**src/rtl/opd_params.svh**
```systemverilog
// opcode decoder constants: encodings, field positions, register map
`ifndef OPD_PARAMS_SVH
`define OPD_PARAMS_SVH
// ==========================================================
// register map (byte addresses)
`define OPD_REG_CTRL      4'h0
`define OPD_REG_BYTES     4'h4
`define OPD_REG_RESULT    4'h8
`define OPD_REG_STATUS    4'hC
`define OPD_CTRL_RESET    32'h0000_0000
// ==========================================================
// addressing byte fields
`define OPD_MOD_REG       2'h3
`define OPD_MOD_NODISP    2'h0
`define OPD_MOD_DISP8     2'h1
`define OPD_RM_DIRECT     3'h6
// ==========================================================
// single full-byte opcodes
`define OPD_OP_SEG_TO     8'h8E
`define OPD_OP_SEG_FROM   8'h8C
`define OPD_OP_TABLE_LOOKUP_BYTE_T     8'hD7
`define OPD_OP_EA         8'h8D
`define OPD_OP_PTR_DS     8'hC5
`define OPD_OP_PTR_ES     8'hC4
`define OPD_OP_FL2AH      8'h9F
`define OPD_OP_AH2FL      8'h9E
`define OPD_OP_AADD       8'h37
`define OPD_OP_ASUB       8'h3F
`define OPD_OP_BSUB       8'h2F
`define OPD_OP_AMUL       8'hD4
`define OPD_OP_ADIV       8'hD5
`define OPD_OP_ASC_BASE   8'h0A
`define OPD_OP_B2W        8'h98
`define OPD_OP_W2D        8'h99
// ==========================================================
// prefixes: six-bit and seven-bit
`define OPD_P6_ADC        6'h04
`define OPD_P6_SUB        6'h0A
`define OPD_P6_SBB        6'h06
`define OPD_P7_SBB_ACC    7'h0E
`define OPD_P7_GRP3       7'h7B
`define OPD_P6_SHIFT      6'h34
`define OPD_P7_SCOPY      7'h52
`define OPD_P7_SCMP       7'h53
`define OPD_P7_SSCAN      7'h57
`define OPD_P7_SLOAD      7'h56
`define OPD_P7_SSTORE     7'h55
`define OPD_P7_REP        7'h79
`endif

```
**src/rtl/opd_pkg.sv**
```systemverilog
// opcode decoder types
package opd_pkg;
	typedef enum logic [5:0] {
		OPD_NONE = 6'h00, OPD_SEG_LOAD = 6'h01, OPD_SEG_STORE = 6'h02,
		OPD_TABLE_LOOKUP_BYTE = 6'h03, OPD_EFFECTIVE_ADDR_LOAD = 6'h04,
		OPD_FAR_PTR_VIA_DATA_SEG = 6'h05, OPD_FAR_PTR_VIA_EXTRA_SEG = 6'h06,
		OPD_FLAGS_TO_HIGH_ACC = 6'h07, OPD_HIGH_ACC_TO_FLAGS = 6'h08,
		OPD_ADD_CARRY = 6'h09, OPD_MINUS = 6'h0A, OPD_MINUS_WITH_BORROW = 6'h0B,
		OPD_MINUS_WITH_BORROW_IMM = 6'h0C, OPD_ASCII_ADD_FIXUP = 6'h0D,
		OPD_ASCII_MINUS_FIXUP = 6'h0E, OPD_BCD_MINUS_FIXUP = 6'h0F,
		OPD_ASCII_PRODUCT_FIXUP = 6'h10, OPD_ASCII_QUOTIENT_PREFIXUP = 6'h11,
		OPD_TEST_IMM = 6'h12, OPD_INVERT = 6'h13, OPD_TWOS_COMPLEMENT_OP = 6'h14,
		OPD_UNSIGNED_PRODUCT = 6'h15, OPD_SIGNED_PRODUCT = 6'h16,
		OPD_UNSIGNED_QUOTIENT = 6'h17, OPD_SIGNED_QUOTIENT = 6'h18,
		OPD_ROTATE_LEFTWARD = 6'h19, OPD_ROTATE_RIGHTWARD = 6'h1A,
		OPD_CARRY_ROTATE_LEFT = 6'h1B, OPD_CARRY_ROTATE_RIGHT = 6'h1C,
		OPD_SHIFT_LEFT_OP = 6'h1D, OPD_LOGICAL_RIGHT_SHIFT = 6'h1E,
		OPD_ARITH_RIGHT_SHIFT = 6'h1F, OPD_BYTE_TO_WORD_EXTEND = 6'h20,
		OPD_WORD_TO_DOUBLE_EXTEND = 6'h21, OPD_STRING_COPY = 6'h22,
		OPD_STRING_COMPARE = 6'h23, OPD_STRING_SCAN = 6'h24,
		OPD_STRING_LOAD = 6'h25, OPD_STRING_STORE = 6'h26,
		OPD_ITERATE_PREFIX = 6'h27
	} opd_op_t;
	typedef struct packed {
		logic       valid;
		opd_op_t    op;
		logic       word;
		logic       dir_to_reg;
		logic       count_var;
		logic       modrm_used;
		logic       reg_direct;
		logic [2:0] reg_field;
		logic [2:0] rm_field;
		logic [2:0] length;
	} opd_dec_t;
	typedef enum logic [1:0] {
		OPD_BUS_IDLE = 2'b00, OPD_BUS_RESP = 2'b01
	} opd_bus_state_t;
endpackage : opd_pkg

```
**src/rtl/opd_decoder.sv**
```systemverilog
// opcode decoder with AXI4-Lite register access
// What this block does
// - 8E with addressing byte loads a segment register; selector in middle field.
// - 8C with addressing byte stores a segment register to register or memory.
// - D7 alone is table lookup translate of the low accumulator byte.
// - 8D with addressing byte loads the effective address into middle-field register.
// - C5 and C4 load a far pointer via data or extra segment.
// - 9F copies flags to high accumulator byte; 9E the reverse.
// - 000100dw with addressing byte is add with carry.
// - 001010dw with addressing byte is subtraction, direction bit picks destination.
// - 000110dw is register subtract with borrow; 0001110w is accumulator immediate form.
// - 37, 3F, 2F are ascii add, ascii subtract and bcd subtract fixups.
// - D4 0A and D5 0A are two-byte ascii multiply and divide fixups.
// - 1111011w middle field picks test, invert, negate, unsigned or signed multiply.
// - 1111011w middle fields 110 and 111 are unsigned and signed divide.
// - 110100vw middle field picks rotate, carry rotate, shift left, logical or arith right.
// - 98 extends byte to word; 99 extends word to double.
// - string primitives by seven-bit prefix plus width; 1111001z is repeat prefix.
// - width bit one means word operand, zero means byte operand.
// - addressing kind 11 makes the operand field a register number.
// - addressing kind 00 has no displacement except direct address with two bytes.
// - immediate takes two bytes when the width bit is set, else one byte.
`timescale 1ns/1ps
`include "opd_params.svh"
module opd_decoder
	import opd_pkg::*;
(
	// clock and reset
	input  wire logic        aclk,
	input  wire logic        aresetn,
	// axi4-lite write address and data
	input  wire logic [3:0]  s_axi_awaddr,
	input  wire logic        s_axi_awvalid,
	output logic             s_axi_awready,
	input  wire logic [31:0] s_axi_wdata,
	input  wire logic [3:0]  s_axi_wstrb,
	input  wire logic        s_axi_wvalid,
	output logic             s_axi_wready,
	output logic [1:0]       s_axi_bresp,
	output logic             s_axi_bvalid,
	input  wire logic        s_axi_bready,
	// axi4-lite read
	input  wire logic [3:0]  s_axi_araddr,
	input  wire logic        s_axi_arvalid,
	output logic             s_axi_arready,
	output logic [31:0]      s_axi_rdata,
	output logic [1:0]       s_axi_rresp,
	output logic             s_axi_rvalid,
	input  wire logic        s_axi_rready
);
	// ==========================================================
	// decode function
	function automatic opd_dec_t decode(input logic [7:0] b0, input logic [7:0] b1);
		opd_dec_t   d;
		logic [1:0] md;
		logic [2:0] mid;
		logic [2:0] disp;
		logic [2:0] imm;
		d = '0;
		md = b1[7:6];
		mid = b1[5:3];
		imm = 3'd0;
		d.word = b0[0];
		d.dir_to_reg = b0[1];
		d.valid = 1'b1;
		if (b0 == `OPD_OP_SEG_TO && !mid[2]) begin
			d.op = OPD_SEG_LOAD;
			d.modrm_used = 1'b1;
		end else if (b0 == `OPD_OP_SEG_FROM && !mid[2]) begin
			d.op = OPD_SEG_STORE;
			d.modrm_used = 1'b1;
		end else if (b0 == `OPD_OP_TABLE_LOOKUP_BYTE_T) begin
			d.op = OPD_TABLE_LOOKUP_BYTE;
		end else if (b0 == `OPD_OP_EA) begin
			d.op = OPD_EFFECTIVE_ADDR_LOAD;
			d.modrm_used = 1'b1;
		end else if (b0 == `OPD_OP_PTR_DS || b0 == `OPD_OP_PTR_ES) begin
			d.op = b0[0] ? OPD_FAR_PTR_VIA_DATA_SEG : OPD_FAR_PTR_VIA_EXTRA_SEG;
			d.modrm_used = 1'b1;
		end else if (b0 == `OPD_OP_FL2AH) begin
			d.op = OPD_FLAGS_TO_HIGH_ACC;
		end else if (b0 == `OPD_OP_AH2FL) begin
			d.op = OPD_HIGH_ACC_TO_FLAGS;
		end else if (b0[7:2] == `OPD_P6_ADC) begin
			d.op = OPD_ADD_CARRY;
			d.modrm_used = 1'b1;
		end else if (b0[7:2] == `OPD_P6_SUB) begin
			d.op = OPD_MINUS;
			d.modrm_used = 1'b1;
		end else if (b0[7:2] == `OPD_P6_SBB) begin
			d.op = OPD_MINUS_WITH_BORROW;
			d.modrm_used = 1'b1;
		end else if (b0[7:1] == `OPD_P7_SBB_ACC) begin
			d.op = OPD_MINUS_WITH_BORROW_IMM;
			d.dir_to_reg = 1'b0;
			imm = b0[0] ? 3'd2 : 3'd1;
		end else if (b0 == `OPD_OP_AADD) begin
			d.op = OPD_ASCII_ADD_FIXUP;
		end else if (b0 == `OPD_OP_ASUB) begin
			d.op = OPD_ASCII_MINUS_FIXUP;
		end else if (b0 == `OPD_OP_BSUB) begin
			d.op = OPD_BCD_MINUS_FIXUP;
		end else if ((b0 == `OPD_OP_AMUL || b0 == `OPD_OP_ADIV) && b1 == `OPD_OP_ASC_BASE) begin
			// second byte is part of the instruction, not an addressing byte
			d.op = b0[0] ? OPD_ASCII_QUOTIENT_PREFIXUP : OPD_ASCII_PRODUCT_FIXUP;
			imm = 3'd1;
		end else if (b0[7:1] == `OPD_P7_GRP3) begin
			d.modrm_used = 1'b1;
			case (mid)
				3'b000: begin
					d.op = OPD_TEST_IMM;
					imm = b0[0] ? 3'd2 : 3'd1;
				end
				3'b010: d.op = OPD_INVERT;
				3'b011: d.op = OPD_TWOS_COMPLEMENT_OP;
				3'b100: d.op = OPD_UNSIGNED_PRODUCT;
				3'b101: d.op = OPD_SIGNED_PRODUCT;
				3'b110: d.op = OPD_UNSIGNED_QUOTIENT;
				3'b111: d.op = OPD_SIGNED_QUOTIENT;
				default: d.valid = 1'b0;
			endcase
		end else if (b0[7:2] == `OPD_P6_SHIFT) begin
			d.modrm_used = 1'b1;
			d.count_var = b0[1];
			case (mid)
				3'b000: d.op = OPD_ROTATE_LEFTWARD;
				3'b001: d.op = OPD_ROTATE_RIGHTWARD;
				3'b010: d.op = OPD_CARRY_ROTATE_LEFT;
				3'b011: d.op = OPD_CARRY_ROTATE_RIGHT;
				3'b100: d.op = OPD_SHIFT_LEFT_OP;
				3'b101: d.op = OPD_LOGICAL_RIGHT_SHIFT;
				3'b111: d.op = OPD_ARITH_RIGHT_SHIFT;
				default: d.valid = 1'b0;
			endcase
		end else if (b0 == `OPD_OP_B2W) begin
			d.op = OPD_BYTE_TO_WORD_EXTEND;
		end else if (b0 == `OPD_OP_W2D) begin
			d.op = OPD_WORD_TO_DOUBLE_EXTEND;
		end else if (b0[7:1] == `OPD_P7_SCOPY) begin
			d.op = OPD_STRING_COPY;
		end else if (b0[7:1] == `OPD_P7_SCMP) begin
			d.op = OPD_STRING_COMPARE;
		end else if (b0[7:1] == `OPD_P7_SSCAN) begin
			d.op = OPD_STRING_SCAN;
		end else if (b0[7:1] == `OPD_P7_SLOAD) begin
			d.op = OPD_STRING_LOAD;
		end else if (b0[7:1] == `OPD_P7_SSTORE) begin
			d.op = OPD_STRING_STORE;
		end else if (b0[7:1] == `OPD_P7_REP) begin
			d.op = OPD_ITERATE_PREFIX;
		end else begin
			d.valid = 1'b0;
		end
		// displacement bytes from the addressing kind
		if (!d.modrm_used) begin
			disp = 3'd0;
		end else if (md == `OPD_MOD_REG) begin
			disp = 3'd0;
		end else if (md == `OPD_MOD_NODISP) begin
			disp = (b1[2:0] == `OPD_RM_DIRECT) ? 3'd2 : 3'd0;
		end else if (md == `OPD_MOD_DISP8) begin
			disp = 3'd1;
		end else begin
			disp = 3'd2;
		end
		d.reg_direct = d.modrm_used && md == `OPD_MOD_REG;
		d.reg_field = d.modrm_used ? mid : 3'd0;
		d.rm_field = d.modrm_used ? b1[2:0] : 3'd0;
		if (!d.valid) begin
			d = '0;
		end else begin
			d.length = 3'd1 + {2'b00, d.modrm_used} + disp + imm;
		end
		return d;
	endfunction : decode

	// ==========================================================
	// registers
	logic [15:0]    bytes_q;
	logic [15:0]    bytes_d;
	logic           snap_en_q;
	logic           snap_en_d;
	opd_dec_t       result_q;
	opd_dec_t       result_d;
	logic [7:0]     count_q;
	logic [7:0]     count_d;
	opd_dec_t       live_dec;
	opd_bus_state_t wr_state_q;
	opd_bus_state_t rd_state_q;
	logic           aw_held_q;
	logic [3:0]     aw_addr_q;
	logic           w_held_q;
	logic [31:0]    w_data_q;
	logic [3:0]     w_strb_q;

	// ==========================================================
	// write path: address and data taken in either order
	wire aw_take  = s_axi_awvalid && s_axi_awready;
	wire w_take   = s_axi_wvalid && s_axi_wready;
	wire have_aw  = aw_held_q || aw_take;
	wire have_w   = w_held_q || w_take;
	wire [3:0]  wr_addr = aw_take ? s_axi_awaddr : aw_addr_q;
	wire [31:0] wr_data = w_take ? s_axi_wdata : w_data_q;
	wire [3:0]  wr_strb = w_take ? s_axi_wstrb : w_strb_q;
	wire wr_fire  = wr_state_q == OPD_BUS_IDLE && have_aw && have_w;
	wire wr_ctrl  = wr_fire && wr_addr == `OPD_REG_CTRL;
	wire wr_bytes = wr_fire && wr_addr == `OPD_REG_BYTES;
	wire wr_ok    = wr_ctrl || wr_bytes;

	// decode of the loaded byte pair; a new pair updates the result while capture is enabled
	assign live_dec  = decode(bytes_q[7:0], bytes_q[15:8]);
	assign bytes_d   = {wr_strb[1] ? wr_data[15:8] : bytes_q[15:8],
		wr_strb[0] ? wr_data[7:0] : bytes_q[7:0]};
	assign snap_en_d = wr_ctrl && wr_strb[0] ? wr_data[0] : snap_en_q;
	// result follows the bytes only while capture is enabled
	assign result_d  = snap_en_q ? live_dec : result_q;
	assign count_d   = (snap_en_q && live_dec.valid && result_q != live_dec) ?
		count_q + 8'h01 : count_q;

	// ==========================================================
	// read path
	wire ar_take = s_axi_arvalid && s_axi_arready;
	wire [31:0] rd_word =
		(s_axi_araddr == `OPD_REG_CTRL)   ? {31'h0, snap_en_q} :
		(s_axi_araddr == `OPD_REG_BYTES)  ? {16'h0, bytes_q} :
		(s_axi_araddr == `OPD_REG_RESULT) ? {{(32 - $bits(opd_dec_t)){1'b0}}, result_q} :
		{24'h0, count_q};
	wire rd_ok = s_axi_araddr == `OPD_REG_CTRL || s_axi_araddr == `OPD_REG_BYTES ||
		s_axi_araddr == `OPD_REG_RESULT || s_axi_araddr == `OPD_REG_STATUS;

	always_ff @(posedge aclk) begin
		if (!aresetn) begin
			bytes_q    <= 16'h0000;
			snap_en_q  <= 1'b0;
			result_q   <= '0;
			count_q    <= 8'h00;
			wr_state_q <= OPD_BUS_IDLE;
			aw_held_q  <= 1'b0;
			aw_addr_q  <= 4'h0;
			w_held_q   <= 1'b0;
			w_data_q   <= 32'h0000_0000;
			w_strb_q   <= 4'h0;
			s_axi_awready <= 1'b0;
			s_axi_wready  <= 1'b0;
			s_axi_bvalid  <= 1'b0;
			s_axi_bresp   <= 2'b00;
		end else begin
			if (wr_bytes) begin
				bytes_q <= bytes_d;
			end
			snap_en_q <= snap_en_d;
			result_q  <= result_d;
			count_q   <= count_d;
			if (aw_take && !wr_fire) begin
				aw_held_q <= 1'b1;
				aw_addr_q <= s_axi_awaddr;
			end
			if (w_take && !wr_fire) begin
				w_held_q <= 1'b1;
				w_data_q <= s_axi_wdata;
				w_strb_q <= s_axi_wstrb;
			end
			s_axi_awready <= !have_aw && wr_state_q == OPD_BUS_IDLE && !s_axi_awready;
			s_axi_wready  <= !have_w && wr_state_q == OPD_BUS_IDLE && !s_axi_wready;
			case (wr_state_q)
				OPD_BUS_IDLE: begin
					if (wr_fire) begin
						aw_held_q    <= 1'b0;
						w_held_q     <= 1'b0;
						s_axi_awready <= 1'b0;
						s_axi_wready  <= 1'b0;
						s_axi_bvalid <= 1'b1;
						s_axi_bresp  <= wr_ok ? 2'b00 : 2'b10;
						wr_state_q   <= OPD_BUS_RESP;
					end
				end
				OPD_BUS_RESP: begin
					if (s_axi_bready) begin
						s_axi_bvalid <= 1'b0;
						wr_state_q   <= OPD_BUS_IDLE;
					end
				end
				default: wr_state_q <= OPD_BUS_IDLE;
			endcase
		end
	end

	always_ff @(posedge aclk) begin
		if (!aresetn) begin
			rd_state_q    <= OPD_BUS_IDLE;
			s_axi_arready <= 1'b0;
			s_axi_rvalid  <= 1'b0;
			s_axi_rdata   <= 32'h0000_0000;
			s_axi_rresp   <= 2'b00;
		end else begin
			case (rd_state_q)
				OPD_BUS_IDLE: begin
					s_axi_arready <= !ar_take;
					if (ar_take) begin
						s_axi_rvalid <= 1'b1;
						s_axi_rdata  <= rd_ok ? rd_word : 32'h0000_0000;
						s_axi_rresp  <= rd_ok ? 2'b00 : 2'b10;
						rd_state_q   <= OPD_BUS_RESP;
					end
				end
				OPD_BUS_RESP: begin
					if (s_axi_rready) begin
						s_axi_rvalid <= 1'b0;
						rd_state_q   <= OPD_BUS_IDLE;
					end
				end
				default: rd_state_q <= OPD_BUS_IDLE;
			endcase
		end
	end
endmodule : opd_decoder

```
**config.mk**
```make
export PLATFORM = sky130hd
export DESIGN_NAME = opd_decoder
export DESIGN_NICKNAME = d
export VERILOG_FILES = /design/src/rtl/opd_pkg.sv /design/src/rtl/opd_decoder.sv
export VERILOG_INCLUDE_DIRS = /design/src /design/src/rtl
export SDC_FILE = /design/constraint.sdc
export NUM_CORES = 1
export LEC_CHECK = 0
export CAP_MARGIN = 20
export CORE_UTILIZATION = 60
export CTS_CLUSTER_DIAMETER = 30
export DETAILED_ROUTE_END_ITERATION = 7
export DONT_BUFFER_PORTS = 1
export PLACE_DENSITY_LB_ADDON = 0.1
export SLEW_MARGIN = 5
export SYNTH_ARGS = -nofsm -noshare
export SYNTH_HDL_FRONTEND = slang
export SYNTH_SLANG_ARGS = --single-unit
export TNS_END_PERCENT = 50
```
**constraint.sdc**
```tcl
create_clock -name aclk -period 11.9 [get_ports aclk]
set_input_delay 1.785 -clock aclk [delete_from_list [all_inputs] [get_ports aclk]]
set_output_delay 1.785 -clock aclk [all_outputs]
set_load 0.01 [all_outputs]
```
# [Word level (Yosys, flattened, before mapping)]
# Cells that the tools add are included.
[word_totals] ff_bits=115 latch_bits=0 mem_bits_rw=0 rom_bits=0 input_bits=51 output_inout_bits=41 wordCells=289 n_memories=0
[op_classes] addsub=4 n_mul=0 n_div=0 n_lt_le_gt_ge=0 n_eq_ne=49 n_shift=0 n_mux=154 bitwise_logic=0 n_reduce_logical=53
[op_table] operator="two-way mux 6 bit" count=23
[op_table] operator="two-way mux 2 bit" count=60
[op_table] operator="== test 8 bit, second input constant" count=12
[op_table] operator="two-way mux 21 bit" count=4
[op_table] operator="case mux 5 bit (7 select lines)" count=2
[op_table] operator="two-way mux 1 bit" count=50
[op_table] operator="== test 7 bit, second input constant" count=7
[op_table] operator="== test 8 x 6 -> 1 bit, second input constant" count=3
[op_table] operator="!= test 21 bit" count=1
[op_table] operator="logical AND 1 bit" count=20
[op_table] operator="two-way mux 18 bit" count=1
[op_table] operator="two-way mux 3 bit" count=6
[op_table] operator="two-way mux 16 bit" count=1
[op_table] operator="== test 3 bit, second input constant" count=5
[op_table] operator="two-way mux 7 bit" count=2
[op_table] operator="OR reduction 7 bit" count=2
[op_table] operator="== test 6 x 3 -> 1 bit, second input constant" count=2
[op_table] operator="AND reduction 2 bit" count=6
[op_table] operator="adder 8 x 1 -> 8 bit, second input constant" count=1
[op_table] operator="== test 4 x 3 -> 1 bit, second input constant" count=2
[op_table] operator="== test 4 bit, second input constant" count=2
[op_table] operator="== test 8 x 4 -> 1 bit, second input constant" count=1
[op_table] operator="logical NOT 4 bit" count=2
[op_table] operator="logical OR 1 bit" count=8
[op_table] operator="19 further kinds" count=37

# [Depth between registers and ports, before layout]
[logic_depth] ltp_word=40 depth_mapped=21 ltp_nobuf=18

# [Worst setup path after synthesis]
# Ideal clock, no wire load.
[synth_path] kind="register -> register" start="register bytes_q[6]" end="register count_q[6]" setup_ps=132 arrival_ps=4011 required_ps=11768 slack_ps=7757 path_stages_with_launch=21 path_buffers=3 synth_period_minus_slack_ps=4143 path_cell_list="dfxtp_1 > buf_4 > buf_2 > nand3b_1 > a21oi_1 > o211ai_2 > and3_1 > clkinv_1 > nand3b_1 > ha_1 > inv_1 > ha_1 > fa_1 > o221ai_1 > a221o_1 > a2111oi_1 > o2111ai_2 > nor4_4 > buf_6 > or4_1 > a21oi_1"
[synth_via] elab_chain_cells=40 elab_cells_between_ends=150 classes_between="add/sub: 3; eq/ne: 28; mux: 111; reduce/logical: 8"
[synth_lines] element="start, declared" line="opd_decoder.sv:179" source="logic [15:0] bytes_q;"
[synth_lines] element="start signal, assigned" line="opd_decoder.sv:249" source="bytes_q <= bytes_d;"
[synth_lines] element="== test 6 bit (no line)"
[synth_lines] element="two-way mux 2 bit" line="opd_decoder.sv:122" source="end else if (b0[7:2] == `OPD_P6_SHIFT) begin"
[synth_lines] element="two-way mux 2 bit" line="opd_decoder.sv:107" source="end else if (b0[7:1] == `OPD_P7_GRP3) begin"
[synth_lines] element="two-way mux 2 bit" line="opd_decoder.sv:103" source="end else if ((b0 == `OPD_OP_AMUL || b0 == `OPD_OP_ADIV) && b1 == `OPD_OP_ASC_BASE) begin"
[synth_lines] element="two-way mux 2 bit" line="opd_decoder.sv:101" source="end else if (b0 == `OPD_OP_BSUB) begin"
[synth_lines] element="two-way mux 2 bit" line="opd_decoder.sv:99" source="end else if (b0 == `OPD_OP_ASUB) begin"
[synth_lines] element="two-way mux 2 bit" line="opd_decoder.sv:97" source="end else if (b0 == `OPD_OP_AADD) begin"
[synth_lines] element="two-way mux 2 bit" line="opd_decoder.sv:93" source="end else if (b0[7:1] == `OPD_P7_SBB_ACC) begin"
[synth_lines] element="[24 not listed]"
[synth_lines] element="two-way mux 1 bit" line="opd_decoder.sv:69" source="end else if (b0 == `OPD_OP_SEG_FROM && !mid[2]) begin"
[synth_lines] element="two-way mux 1 bit" line="opd_decoder.sv:66" source="if (b0 == `OPD_OP_SEG_TO && !mid[2]) begin"
[synth_lines] element="adder 1 x 1 -> 2 bit / two-way mux 2 bit (equally long branches)" line="opd_decoder.sv:172, opd_decoder.sv:155"
[synth_lines] element="adder 2 x 3 -> 3 bit" line="opd_decoder.sv:172" source="d.length = 3'd1 + {2'b00, d.modrm_used} + disp + imm;"
[synth_lines] element="adder 3 bit" line="opd_decoder.sv:172"
[synth_lines] element="two-way mux 3 bit" line="opd_decoder.sv:169" source="if (!d.valid) begin"
[synth_lines] element="!= test 21 bit" line="opd_decoder.sv:217" source="assign count_d = (snap_en_q && live_dec.valid && result_q != live_dec) ?"
[synth_lines] element="logical AND 1 bit *" line="opd_decoder.sv:217"
[synth_lines] element="end signal, assigned" line="opd_decoder.sv:253" source="count_q <= count_d;"
[synth_lines] element="end, declared" line="opd_decoder.sv:185" source="logic [7:0] count_q;"
# Mark *: on every way between the ends. The rest lies on a longest branch, timed or not. The select of a mux whose other input is x is not followed.
# A chain may end at the register's enable or synchronous reset.

# [Worst setup path after layout]
[layout_path] start="register bytes_q[2]" end="register count_q[5]"
# Same word-level chain as after synthesis.

==> out/qor.csv <==
metric,value,unit
status,finished with violations,
failing checks,DRC,
die area,9700,um^2
Netlist Area Pre-Place,5590,um^2
CTS tree,built,
H-tree depth,3,
fin crit share,45.8,%
"FFs w/ async S/R, synth",0,%
worst setup path class,reg2reg,
Final Max Tran Viols,0,
multi-input logic area,3260,um^2
final hold vios,0,
FMAX,183,MHz
worst-case clock skew,0.0156,ns
FILL cells,807,
Chip Height,98.5,um
DRC,4,
Final Instance Area,5690,um^2
Arrival @ worst endpoint,5.67,ns
CTS resizes,0,
Crit path required time,12.12,ns
CP startpoint kind,register,
RSZ-0062 raised after global routing,no,
GPL Wtd Cong,0.991,
register area,1960,um^2
"FF+latch count, synth",98,
YS warnings,0,
total track usage,30.2,%
Final Instance Count excl. Fillers,796,
CTS Buf Count,9,
Peak VDD IR,0.0000750,V
"count leader, synth",nand2_1,
Post-CTS Setup Repair Bufs,0,
Max Used Layer,met4,
post-synthesis cell count,719,
Final ANT Viol Nets,0,
Area contributors post-synth,"dfxtp_1, nand2_1, a21oi_1, nor2_1, mux2i_1",
DP Wirelength,9860,um
max cap viols,0,
crit end category,register,
drt via density,6.45,
largest net degree at the start of global routing,73,
slowest cell on the critical path,dfxtp_1,
placed inst area,5490,um^2
I/O pins,92,
Synth top area share,35.1,%
register area share after synthesis,35.1,%
CTS Hold Bufs,0,
leakage,1.95,nW
routed length per placed instance,17.9,um
GR Overflow Total,0,
global-route wire length before repair,23400,um
Fin Setup TNS,0,ns
ys flop type,dfxtp_1,
Slew HR,33.2,%
Pwr Density,104,nW/um^2
met1 wire length,6200,um
dpl cells,780,
CTS Buffer Depth,2,
critical path peak fanout,27,
Via Count,5137,
clock sink total,98,
synthesized area per cell,7.77,um^2
Antenna diodes,0,
row cnt,34,
first-pass detailed-route iteration total,8,
biggest cell delay along the critical path,0.99,ns
initial antenna violation count,0,
share of layout cells above drive strength 1,7.12,%
CP Cell Sequence,"nand4b_1, nor2_1, nor2_1, and3_1, clkinv_1, nand3b_1, ha_1, inv_1, ha_1, fa_1, o221ai_1, a221o_1, a2111oi_1, o2111ai_2, nor4_4, or4_1, a21oi_1",
First DRT Iteration DRCs,384,
Slew @ Worst Pin,1.00,ns
"CP delay by family, top",simple AND/OR/NAND/NOR gates,
CP bufs+invs,2,
Yosys cell types,84,
Post-synth EDFFs,0,
met2 WL post-DR,6490,um
Layout area overhead,1.88,%
final setup vio count,0,
Core Area,8850,um^2
Tightest Hold Check Type,reg2reg,
post-synth top area cell,dfxtp_1,
fin nets,740,
WL met3,1170,um
min Tclk post-route,5.45,ns
CTS root buffer,clkbuf_8,
clock latency on the worst-skew pair,0.36,ns
Initial Utilization,63.1,%
clock slew at reported path FFs,0.10,ns
vias in the first global route,4824,
"wirelength, routed",14300,um
Die W,98.5,um
PortBufs,0,
Synth top cells by count,"nand2_1, dfxtp_1, nor2_1",
-- path summary, 6_finish.rpt --
| kind | start | endpoint | slack (ns) | cells past startpoint |
|---|---|---|---|---|
| min reg2reg | w_held_q$_SDFF_PN0_ | s_axi_wready$_SDFF_PN0_ | 0.43 | 1 |
| max | bytes_q[2]$_SDFFE_PN0P_ | count_q[5]$_SDFFE_PN0P_ | 6.45 | 17 |
| min | w_held_q$_SDFF_PN0_ | s_axi_wready$_SDFF_PN0_ | 0.43 | 1 |
| max reg2reg | bytes_q[2]$_SDFFE_PN0P_ | count_q[5]$_SDFFE_PN0P_ | 6.45 | 17 |
-- worst reg2reg max path: stages (launching register included) --
cell and delay (ns):
dfxtp_1 0.99, nand4b_1 0.43, nor2_1 0.31, nor2_1 0.08, and3_1 0.24, clkinv_1 0.11
nand3b_1 0.08, ha_1 0.29, inv_1 0.05, ha_1 0.20, fa_1 0.54, o221ai_1 0.13
a221o_1 0.28, a2111oi_1 0.41, o2111ai_2 0.24, nor4_4 0.66, or4_1 0.22, a21oi_1 0.06
-- metrics by stage --
stage	total power [mW]	setup slack [ns]	util (%)	hold slack, ns
final	0.591	6.45	64.3	0.434
after global routing	0.611	6.02	64.3	0.455
after CTS	0.593	6.50	64.2	0.437
after detailed placement	0.384	6.53	62.1	0.426
after global placement	0.382	6.60	62.0	0.409
after floorplan	0.379	7.76	-	0.398
-- power breakdown --
| part | switching (mW) | internal (mW) |
|---|---|---|
| Clock | 0.116 | 0.0977 |
| Sequential | 0.00589 | 0.335 |
| Combinational | 0.0253 | 0.0112 |
| Total | 0.147 | 0.443 |
-- metal layers --
layer / track usage, % / up-vias
met5: 0 / -
met4: 11.5 / 0
met1: 40.3 / 2385
met3: 6.81 / 34
met2: 47.8 / 228
li1: - / 2490
-- cell type report --
class | instances | share of cell area, %
clock buffer | 10 | 2.24
sequential | 98 | 34.5
tap | 108 | 2.37
clock inverter | 5 | 1.10
timing repair buffer | 10 | 1.32
inverter | 17 | 1.12
multi-input combinational | 548 | 57.4
-- layout by cell type, fill, tap and decap left out, types with 3 or more instances in the layout --
master    Yosys  routed
nand2_1     123     123
dfxtp_1      98      98
nor2_1       62      62
a21oi_1      54      54
o21ai_0      32      32
nor3_1       25      23
nand3_1      21      21
mux2i_1      19      19
a311oi_1     16      16
inv_1        13      13
conb_1        1      13
nand2b_1     11      11
a22oi_1      11      11
buf_4        17      10
clkbuf_8      0       9
nand3b_1      7       7
a31oi_1       7       7
o31ai_1       7       7
xnor2_1       7       7
or4_1         7       7
and3_1        6       6
nand4_1       6       6
and4_1        6       6
a22o_1        6       6
nor2b_1       5       5
nor4bb_1      5       5
nor4b_1       4       4
and3b_1       4       4
o22ai_1       4       4
a211oi_1      4       4
a21o_1        4       4
ha_1          4       4
nor3b_1       3       3
nand4b_1      3       3
nor4_1        3       3
o32ai_1       3       3
xor2_1        3       3
-- kinds of logic (layout without fill, tap and decap cells) --
| kind of cell | count (synthesis) | after routing | share of synthesized area, % |
|---|---|---|---|
| other | 1 | 13 | 0.0671 |
| muxes | 21 | 21 | 3.81 |
| adders and majority gates | 5 | 5 | 1.25 |
| and+or+nand+nor | 320 | 320 | 29.2 |
| buffers and inverters | 85 | 42 | 7.41 |
| DFF | 98 | 98 | 35.1 |
| AOI/OAI and AO/OA | 179 | 179 | 21.6 |
| xor gates and xnor gates | 10 | 10 | 1.57 |
-- flip-flops by register name, indices dropped and copies added (netlist names), 2 cells and up --
| name | flops |
|---|---|
| result_q | 21 |
| s_axi_rdata | 21 |
| bytes_q | 16 |
| w_data_q | 16 |
| count_q | 8 |
| aw_addr_q | 4 |
| w_strb_q | 2 |
No activity file was read; power rests on OpenSTA's default activity.
